`src/include/boundary_scan_test_port_defines.vh`:
```
`ifndef BOUNDARY_SCAN_TEST_PORT_DEFINES_VH
`define BOUNDARY_SCAN_TEST_PORT_DEFINES_VH

// ***************************************************************
// Instruction register
// ***************************************************************
`define IR_WIDTH      3
`define IR_EXTEST     3'h0
`define IR_SAMPLE     3'h1
`define IR_HIGHZ      3'h5
`define IR_CONTINUITY 3'h6
`define IR_BYPASS     3'h7
// Fixed pattern loaded into the instruction shifter on capture
`define IR_CAPTURE    3'h1

// ***************************************************************
// Boundary scan register layout
// ***************************************************************
// Pads covered by the scan chain
`define PADS          8
`define BSR_LEN       17
`define BSR_IN_LSB    0
`define BSR_OUT_LSB   8
`define BSR_CTL       16

// ***************************************************************
// Reset values
// ***************************************************************
`define BYPASS_CAPTURE 1'h0
`define TDO_IDLE       1'h0
// Active-low enables rest released; plain flags and data rest cleared
`define OE_OFF         1'h1
`define BIT_CLEAR      1'h0
// Line transceivers are never powered down by the test logic
`define XCVR_RUN       1'h1
// Level of an undriven test input, as the pads pull it up
`define PULLUP_LEVEL   1'h1

`endif

```
`src/hw/boundary_scan_test_port.v`:
```
// Functional notes
// - Three-bit instruction register, loaded serially from test data in.
// - Instruction picks the data register on the serial path and the test feature.
// - Code 000: shift boundary register, drive its values onto output pads.
// - Code 001: preload boundary register, capture live pad values for shifting.
// - Code 101: float all pads, freeze internal clocks, PLLs to low power.
// - In high-impedance mode the line transceivers keep running at full power.
// - Code 110: continuity mode for production testing.
// - Code 111: one-bit bypass register between test data in and out.
// - In bypass, test logic activity never disturbs normal device behaviour.
// - Reset clears the test logic and selects bypass automatically.
// - One-bit bypass register forms the path when no other register selected.
// - Test data in and mode select read as one when left open.
// - Serial port is test clock, data in, data out and mode select.
// - Full standard sixteen-state test access port controller.
// - Boundary register holds pad cells and an output-enable cell driving on one.
`timescale 1ns/1ns
`include "boundary_scan_test_port_defines.vh"

module boundary_scan_test_port (
	// System clock and reset
	clk,
	rst,
	// Serial test port
	tck,
	tms,
	tdi,
	tdo,
	tdoOeN,
	// Functional pad signals from and to the core
	coreOut,
	coreOeN,
	pinIn,
	padOut,
	padOeN,
	// Test mode controls to the rest of the chip
	clockFreeze,
	pllLowPower,
	lineTransceiversOn,
	continuityMode
);

	input  wire                 clk;
	input  wire                 rst;
	input  wire                 tck;
	input  wire                 tms;
	input  wire                 tdi;
	output reg                  tdo;
	output reg                  tdoOeN;
	input  wire [`PADS-1:0]     coreOut;
	input  wire                 coreOeN;
	input  wire [`PADS-1:0]     pinIn;
	output reg  [`PADS-1:0]     padOut;
	output reg                  padOeN;
	output reg                  clockFreeze;
	output reg                  pllLowPower;
	output wire                 lineTransceiversOn;
	output reg                  continuityMode;

	// ***************************************************************
	// Controller states
	// ***************************************************************
	localparam [15:0] ST_RESET = 16'h0001;
	localparam [15:0] ST_IDLE  = 16'h0002;
	localparam [15:0] ST_SELDR = 16'h0004;
	localparam [15:0] ST_CAPDR = 16'h0008;
	localparam [15:0] ST_SHDR  = 16'h0010;
	localparam [15:0] ST_EX1DR = 16'h0020;
	localparam [15:0] ST_PADR  = 16'h0040;
	localparam [15:0] ST_EX2DR = 16'h0080;
	localparam [15:0] ST_UPDR  = 16'h0100;
	localparam [15:0] ST_SELIR = 16'h0200;
	localparam [15:0] ST_CAPIR = 16'h0400;
	localparam [15:0] ST_SHIR  = 16'h0800;
	localparam [15:0] ST_EX1IR = 16'h1000;
	localparam [15:0] ST_PAIR  = 16'h2000;
	localparam [15:0] ST_EX2IR = 16'h4000;
	localparam [15:0] ST_UPIR  = 16'h8000;

	wire                 tckLevel;
	wire                 tmsLevel;
	wire                 tdiLevel;
	reg                  tckPrev_q;
	reg  [15:0]          state_q;
	reg  [15:0]          state_d;
	reg  [`IR_WIDTH-1:0] irShift_q;
	reg  [`IR_WIDTH-1:0] ir_q;
	reg                  bypass_q;
	reg  [`BSR_LEN-1:0]  bsrShift_q;
	reg  [`BSR_LEN-1:0]  bsrHold_q;
	wire                 tckRise;
	wire                 tckFall;
	wire                 selExtest;
	wire                 selSample;
	wire                 selHighz;
	wire                 selBsr;
	wire [`BSR_LEN-1:0]  bsrCapture;
	wire [`PADS-1:0]     pinLevel;

	// ***************************************************************
	// Pin sampling
	// ***************************************************************
	// Test clock runs far slower than clk, so it is sampled like any pin
	pin_sync3 #(.RESET_LEVEL(`BIT_CLEAR)) tckSync (
		.clk   (clk),
		.rst   (rst),
		.pin   (tck),
		.level (tckLevel)
	);

	// pulled-up inputs
	// Undriven mode select and data in rest high, so five clocks reach reset
	pin_sync3 #(.RESET_LEVEL(`PULLUP_LEVEL)) tmsSync (
		.clk   (clk),
		.rst   (rst),
		.pin   (tms),
		.level (tmsLevel)
	);

	pin_sync3 #(.RESET_LEVEL(`PULLUP_LEVEL)) tdiSync (
		.clk   (clk),
		.rst   (rst),
		.pin   (tdi),
		.level (tdiLevel)
	);

	// Live pad levels are asynchronous, so each bit is filtered before capture
	genvar padIdx;
	generate
		for (padIdx = 0; padIdx < `PADS; padIdx = padIdx + 1) begin : padSync
			pin_sync3 #(.RESET_LEVEL(`BIT_CLEAR)) pinInSync (
				.clk   (clk),
				.rst   (rst),
				.pin   (pinIn[padIdx]),
				.level (pinLevel[padIdx])
			);
		end
	endgenerate

	// edge detection
	// All three pins see the same delay, so data is stable at each edge
	assign tckRise = tckLevel & ~tckPrev_q;
	assign tckFall = ~tckLevel & tckPrev_q;

	// ***************************************************************
	// Instruction decode
	// ***************************************************************
	// register selection
	assign selExtest = (ir_q == `IR_EXTEST);
	assign selSample = (ir_q == `IR_SAMPLE);
	assign selHighz  = (ir_q == `IR_HIGHZ);
	// reserved as bypass
	// Any code other than extest or sample keeps the bypass cell in the path
	assign selBsr    = selExtest | selSample;

	// capture of live pads, core outputs and the enable cell
	assign bsrCapture = {~coreOeN, coreOut, pinLevel};

	// ***************************************************************
	// Controller next state
	// ***************************************************************
	// standard state walk
	always @* begin
		case (state_q)
			ST_RESET: state_d = tmsLevel ? ST_RESET : ST_IDLE;
			ST_IDLE:  state_d = tmsLevel ? ST_SELDR : ST_IDLE;
			ST_SELDR: state_d = tmsLevel ? ST_SELIR : ST_CAPDR;
			ST_CAPDR: state_d = tmsLevel ? ST_EX1DR : ST_SHDR;
			ST_SHDR:  state_d = tmsLevel ? ST_EX1DR : ST_SHDR;
			ST_EX1DR: state_d = tmsLevel ? ST_UPDR  : ST_PADR;
			ST_PADR:  state_d = tmsLevel ? ST_EX2DR : ST_PADR;
			ST_EX2DR: state_d = tmsLevel ? ST_UPDR  : ST_SHDR;
			ST_UPDR:  state_d = tmsLevel ? ST_SELDR : ST_IDLE;
			ST_SELIR: state_d = tmsLevel ? ST_RESET : ST_CAPIR;
			ST_CAPIR: state_d = tmsLevel ? ST_EX1IR : ST_SHIR;
			ST_SHIR:  state_d = tmsLevel ? ST_EX1IR : ST_SHIR;
			ST_EX1IR: state_d = tmsLevel ? ST_UPIR  : ST_PAIR;
			ST_PAIR:  state_d = tmsLevel ? ST_EX2IR : ST_PAIR;
			ST_EX2IR: state_d = tmsLevel ? ST_UPIR  : ST_SHIR;
			ST_UPIR:  state_d = tmsLevel ? ST_SELDR : ST_IDLE;
			default:  state_d = ST_RESET;
		endcase
	end

	// ***************************************************************
	// Rising test clock: state, capture and shift
	// ***************************************************************
	always @(posedge clk or posedge rst) begin
		if (rst) begin
			tckPrev_q  <= `BIT_CLEAR;
			state_q    <= ST_RESET;
			irShift_q  <= `IR_BYPASS;
			bypass_q   <= `BYPASS_CAPTURE;
			bsrShift_q <= {`BSR_LEN{`BIT_CLEAR}};
		end else begin
			tckPrev_q <= tckLevel;
			if (tckRise) begin
				state_q <= state_d;
				if (state_q == ST_CAPIR) begin
					irShift_q <= `IR_CAPTURE;
				end else if (state_q == ST_SHIR) begin
					irShift_q <= {tdiLevel, irShift_q[`IR_WIDTH-1:1]};
				end
				if (state_q == ST_CAPDR) begin
					bypass_q <= `BYPASS_CAPTURE;
				end else if (state_q == ST_SHDR) begin
					bypass_q <= tdiLevel;
				end
				if (selBsr && state_q == ST_CAPDR) begin
					bsrShift_q <= bsrCapture;
				end else if (selBsr && state_q == ST_SHDR) begin
					bsrShift_q <= {tdiLevel, bsrShift_q[`BSR_LEN-1:1]};
				end
			end
		end
	end

	// ***************************************************************
	// Falling test clock: updates and data out
	// ***************************************************************
	always @(posedge clk or posedge rst) begin
		if (rst) begin
			ir_q      <= `IR_BYPASS;
			bsrHold_q <= {`BSR_LEN{`BIT_CLEAR}};
			tdo       <= `TDO_IDLE;
			tdoOeN    <= `OE_OFF;
		end else if (tckFall) begin
			if (state_q == ST_RESET) begin
				ir_q <= `IR_BYPASS;
			end else if (state_q == ST_UPIR) begin
				ir_q <= irShift_q;
			end
			// preload lands in the hold stage, ready for a later extest
			if (selBsr && state_q == ST_UPDR) begin
				bsrHold_q <= bsrShift_q;
			end
			// data out drives only while shifting, else it floats
			if (state_q == ST_SHIR) begin
				tdo <= irShift_q[0];
			end else if (state_q == ST_SHDR) begin
				// bypass cell on the path unless a boundary code is live
				tdo <= selBsr ? bsrShift_q[0] : bypass_q;
			end else begin
				tdo <= `TDO_IDLE;
			end
			tdoOeN <= ~(state_q == ST_SHIR || state_q == ST_SHDR);
		end
	end

	// ***************************************************************
	// Pad and chip control outputs
	// ***************************************************************
	// Registered once more so pads never glitch on decode changes
	always @(posedge clk or posedge rst) begin
		if (rst) begin
			padOut         <= {`PADS{`BIT_CLEAR}};
			padOeN         <= `OE_OFF;
			clockFreeze    <= `BIT_CLEAR;
			pllLowPower    <= `BIT_CLEAR;
			continuityMode <= `BIT_CLEAR;
		end else begin
			if (selHighz) begin
				padOut <= coreOut;
				padOeN <= `OE_OFF;
			end else if (selExtest) begin
				// held cells drive pads, enable cell one drives
				padOut <= bsrHold_q[`BSR_OUT_LSB+`PADS-1:`BSR_OUT_LSB];
				padOeN <= ~bsrHold_q[`BSR_CTL];
			end else begin
				// core owns the pads in bypass and sample
				padOut <= coreOut;
				padOeN <= coreOeN;
			end
			clockFreeze    <= selHighz;
			pllLowPower    <= selHighz;
			continuityMode <= (ir_q == `IR_CONTINUITY);
		end
	end

	// transceivers never powered down by test logic
	assign lineTransceiversOn = `XCVR_RUN;

endmodule

```
`src/hw/pin_sync3.v`:
```
`timescale 1ns/1ns

// ***************************************************************
// Three-stage pin synchroniser with agreement filter
// ***************************************************************
module pin_sync3 #(
	parameter [0:0] RESET_LEVEL = 1'h0
) (
	// Clock and reset
	input  wire clk,
	input  wire rst,
	// Asynchronous pin and its filtered level
	input  wire pin,
	output reg  level
);

	reg stage1_q;
	reg stage2_q;
	reg stage3_q;

	// Stage one is read only by stage two; level moves once two and three agree
	always @(posedge clk or posedge rst) begin
		if (rst) begin
			stage1_q <= RESET_LEVEL;
			stage2_q <= RESET_LEVEL;
			stage3_q <= RESET_LEVEL;
			level    <= RESET_LEVEL;
		end else begin
			stage1_q <= pin;
			stage2_q <= stage1_q;
			stage3_q <= stage2_q;
			if (stage2_q == stage3_q) begin
				level <= stage3_q;
			end
		end
	end

endmodule

```
`config.mk`:
```
export PLATFORM = sky130hd
export DESIGN_NAME = boundary_scan_test_port
export DESIGN_NICKNAME = d
export VERILOG_FILES = /design/src/hw/boundary_scan_test_port.v /design/src/hw/pin_sync3.v
export VERILOG_INCLUDE_DIRS = /design/src /design/src/include
export SDC_FILE = /design/constraint.sdc
export NUM_CORES = 1
export LEC_CHECK = 0
export ABC_AREA = 1
export BUFFER_PORTS_ARGS = -buffer_cell sky130_fd_sc_hd__buf_4
export CAP_MARGIN = 10
export CORE_UTILIZATION = 45
export DETAILED_ROUTE_END_ITERATION = 10
export PLACE_DENSITY_LB_ADDON = 0.2
export SYNTH_ARGS = -nofsm -noshare
export SYNTH_HDL_FRONTEND = slang
export SYNTH_SLANG_ARGS = --single-unit
```
`constraint.sdc`:
```
create_clock -name clk -period 4.67 [get_ports clk]
set_input_delay 0.467 -clock clk [delete_from_list [all_inputs] [get_ports clk]]
set_output_delay 0.467 -clock clk [all_outputs]
set_load 0.05 [all_outputs]
```
==> results.md <==
- Outcome: complete, no violations
- Mapped Cells: 443
- Crit-path cells: nor2_4, nand2_2, nor2_4, nand2_2, nor2_4, o21ai_0, nand2_1, o21ai_0
- Register area share after synthesis: 62.1%
- Finished Cell Area: 0.00489 mm2
- Critical-path top delay cell: nor2_4
- Kind of critical path: flop to flop
- Net Sw Power: 822 uW
- Initial drt markers: 217
- Clock Latency Late Sink: 370 ps
- CTS H-tree lvls: 3
- RD Place Congestion: 0.877
- Clock period minus worst slack: 2080 ps
- CP arrival: 2320 ps
- CTS tree: done
- Syn_nets: 465
- RSZ-0062 raised after global routing: false
- Critical Path RT: 4910 ps
- Yosys warning count: 0
- Top FF cell, synth: dfrtp_1
- First-pass GRT wire length: 12.2 mm
- Antenna cells: 0
- Clock share of power: 24.6%
- Worst slew pin tran: 882 ps
- Slowest cell delay on critical path: 480 ps
- # Post-CTS Setup Buffers: 0
- Die Ht: 100 um
- Synthesized area: 0.00435 mm2
- Dpl cell area: 0.00469 mm2
- Total power after layout: 2.26 mW
- Clk root buf: clkbuf_8
- Vias per cell: 4.70
- Skew final: 11.5 ps
- CTS sink cnt: 107
- TNS Setup: 0 ps
- Max_cap viols: 0
- Leakage: 2.29 nW
- IO Pins: 37
- Row count: 35
- Pin count of the biggest net entering global routing: 78
- Slew HR: 41.2%
- Synth unique cells: 33
- Switch share: 36.4%
- Initial cell density of the core: 46.8%
- Worst hold path type: input port to flop
- HPWL Detailed: 5.10 mm
- Ys async rst share: 100%
- Fmax: 0.481 GHz
- Final worst path period share: 44.5%
- GR Util All Layers: 15.8%
- CP Capture Type: flop
- Number of synthesized flops with an enable pin: 0
- Area Growth Syn to Fin: 12.6%
- Clock transition at the registers of the reported paths: 110 ps
- Placed cell count: 597
- Fillers: 870
- WL final: 7.17 mm
- Clock Tree Buf Depth: 2
- Setup violations, final: 0
- Logic pwr share: 26.1%
- Number of synthesized register bits: 107
- Int Pwr: 1.44 mW
- Final ANT Viol Nets: 0
- Number of remaining DRC errors: 0
- Nets@finish: 501
- CTS Buf Count: 9
- Worst IR Drop VDD: 0.168 mV
- Final Max Tran Viols: 0
- Crit start category: flop
- Share of cells above drive strength 1: 19.0%
- Avg Cell Area, Syn: 9.81 um2
- Vias in the first global route: 2578
- # hold bufs at CTS: 0
- Total global routing overflow: 0
- Drt first pass iters: 4
- Die area: 0.0101 mm2
- Total number of vias: 2882
- Core area: 0.00928 mm2
- Critical Path Most Common Cell: nor2_4
- Post-CTS sizing: 0
- Chip Width: 100 um
- Wire length per cell: 11.7 um
- Hold Vio Cnt, Final: 0
- PortBufs: 35
- Seq pwr share: 49.4%
- Power per standard cell area: 462 mW/mm2
- Antenna violations before repair: 0
- Worst-path fanout max: 34
- Layout Cells excl Fill: 613
==> cell usage after synthesis, types with 3 or more instances <==
library cell / instances / area, um2
nand2_1: 115 / 432
dfrtp_1: 90 / 2250
o21ai_0: 53 / 265
inv_1: 47 / 176
nor2_1: 27 / 101
dfstp_2: 17 / 447
nand3_1: 13 / 65.1
o21ai_1: 13 / 65.1
maj3_1: 11 / 110
nor3_1: 8 / 40.0
o22ai_1: 5 / 31.3
buf_6: 4 / 45.0
nand2_2: 4 / 25.0
nor2_2: 4 / 25.0
nor2_4: 4 / 45.0
a21oi_1: 3 / 15.0
buf_2: 3 / 15.0
buf_4: 3 / 22.5
nand2_4: 3 / 33.8
o21ai_2: 3 / 26.3
==> layout make-up <==
class                      instances  area, um2  area share (%)
clock buffer                       9        124            2.53
multi-input combinational        276       1380            28.2
timing repair buffer              36        270            5.52
tap                              129        161            3.30
clock inverter                     7       75.1            1.53
inverter                          49        186            3.81
sequential                       107       2700            55.2
==> stage by stage <==
stage | util (%) | setup slack (ps) | hold WS, ps
6_report | 52.7 | 2590 | 192
2_1_floorplan | - | 1410 | 331
3_5_place_dp | 50.6 | 2600 | 335
5_1_grt | 52.7 | 2330 | 169
4_1_cts | 52.7 | 2580 | 179
3_3_place_gp | 50.6 | 2680 | 332
==> path summary, 6_finish.rpt <==
check	start	endpoint	slack [ps]	cells past startpoint
worst min register to register	padSync[2].pinInSync.stage1_q$_DFF_PP0_	padSync[2].pinInSync.stage2_q$_DFF_PP0_	360	0
max in group asynchronous	rst	bsrShift_q[3]$_DFFE_PP0P_	3450	3
min in group asynchronous	rst	state_q[14]$_DFFE_PP0P_	290	2
worst max-delay path	state_q[9]$_DFFE_PP0P_	bsrShift_q[2]$_DFFE_PP0P_	2590	8
worst max register to register	state_q[9]$_DFFE_PP0P_	bsrShift_q[2]$_DFFE_PP0P_	2590	8
worst min-delay path	pinIn[7]	padSync[7].pinInSync.stage1_q$_DFF_PP0_	190	1
==> kinds of logic (layout without fill, tap and decap cells) <==
group | Yosys count | after routing | share of synthesized area, %
AO/OA/AOI/OAI | 81 | 81 | 9.96
adder cells (fa/ha/maj) | 11 | 11 | 2.53
buffers and inverters | 60 | 101 | 6.22
flip-flops | 107 | 107 | 62.1
other | 1 | 1 | 0.0863
AND/OR/NAND/NOR | 183 | 183 | 19.1
==> cells in the final DEF (no fill, tap or decap), drive strengths merged <==
| cell type | netlist | routed |
|---|---|---|
| maj3 | 11 | 11 |
| o2111ai | 1 | 1 |
| nor3 | 9 | 9 |
| o22ai | 5 | 5 |
| nor2 | 36 | 36 |
| nand3 | 13 | 13 |
| o211ai | 1 | 1 |
| clkinvlp | 0 | 1 |
| buf | 10 | 36 |
| clkinv | 1 | 3 |
| a22oi | 1 | 1 |
| a21oi | 3 | 3 |
| nand4 | 2 | 2 |
| a31oi | 1 | 1 |
| inv | 48 | 52 |
| dfrtp | 90 | 90 |
| and3 | 1 | 1 |
| nand2 | 122 | 122 |
| conb | 1 | 1 |
| o21ai | 69 | 69 |
| clkbuf | 1 | 9 |
| dfstp | 17 | 17 |
==> power groups by stage <==
stage	logic (mW)	registers, mW	clock network, mW
2_1_floorplan	0.316	1.26	0
3_3_place_gp	0.585	1.13	0
3_5_place_dp	0.591	1.14	0
4_1_cts	0.593	1.12	0.571
5_1_grt	0.655	1.13	0.606
6_report	0.589	1.12	0.555
==> metal layers <==
metal / vias to the layer above / track usage, % / wire (um)
met4: 0 / 7.92 / 151
met5: - / 0 / 0
li1: 1492 / - / -
met2: 62 / 22.3 / 3000
met1: 1315 / 23.3 / 3740
met3: 13 / 3.06 / 278
==> flip-flops by register name, indices dropped and copies added, names as in the netlist, 3 cells and up <==
name,count
bsrHold_q,9
padSync.pinInSync.stage3_q,8
padSync.pinInSync.stage1_q,8
state_q,16
bsrShift_q,17
padOut,8
irShift_q,3
padSync.pinInSync.stage2_q,8
padSync.pinInSync.level,8
ir_q,3
==> critical path, delay by kind of cell, from the launching register on <==
kind,cells,cell delay (ps)
AND/OR/NAND/NOR,6,1270
flip-flops,1,450
AO/OA/AOI/OAI,2,230
Note: power is estimated with default switching activity, not from simulation.
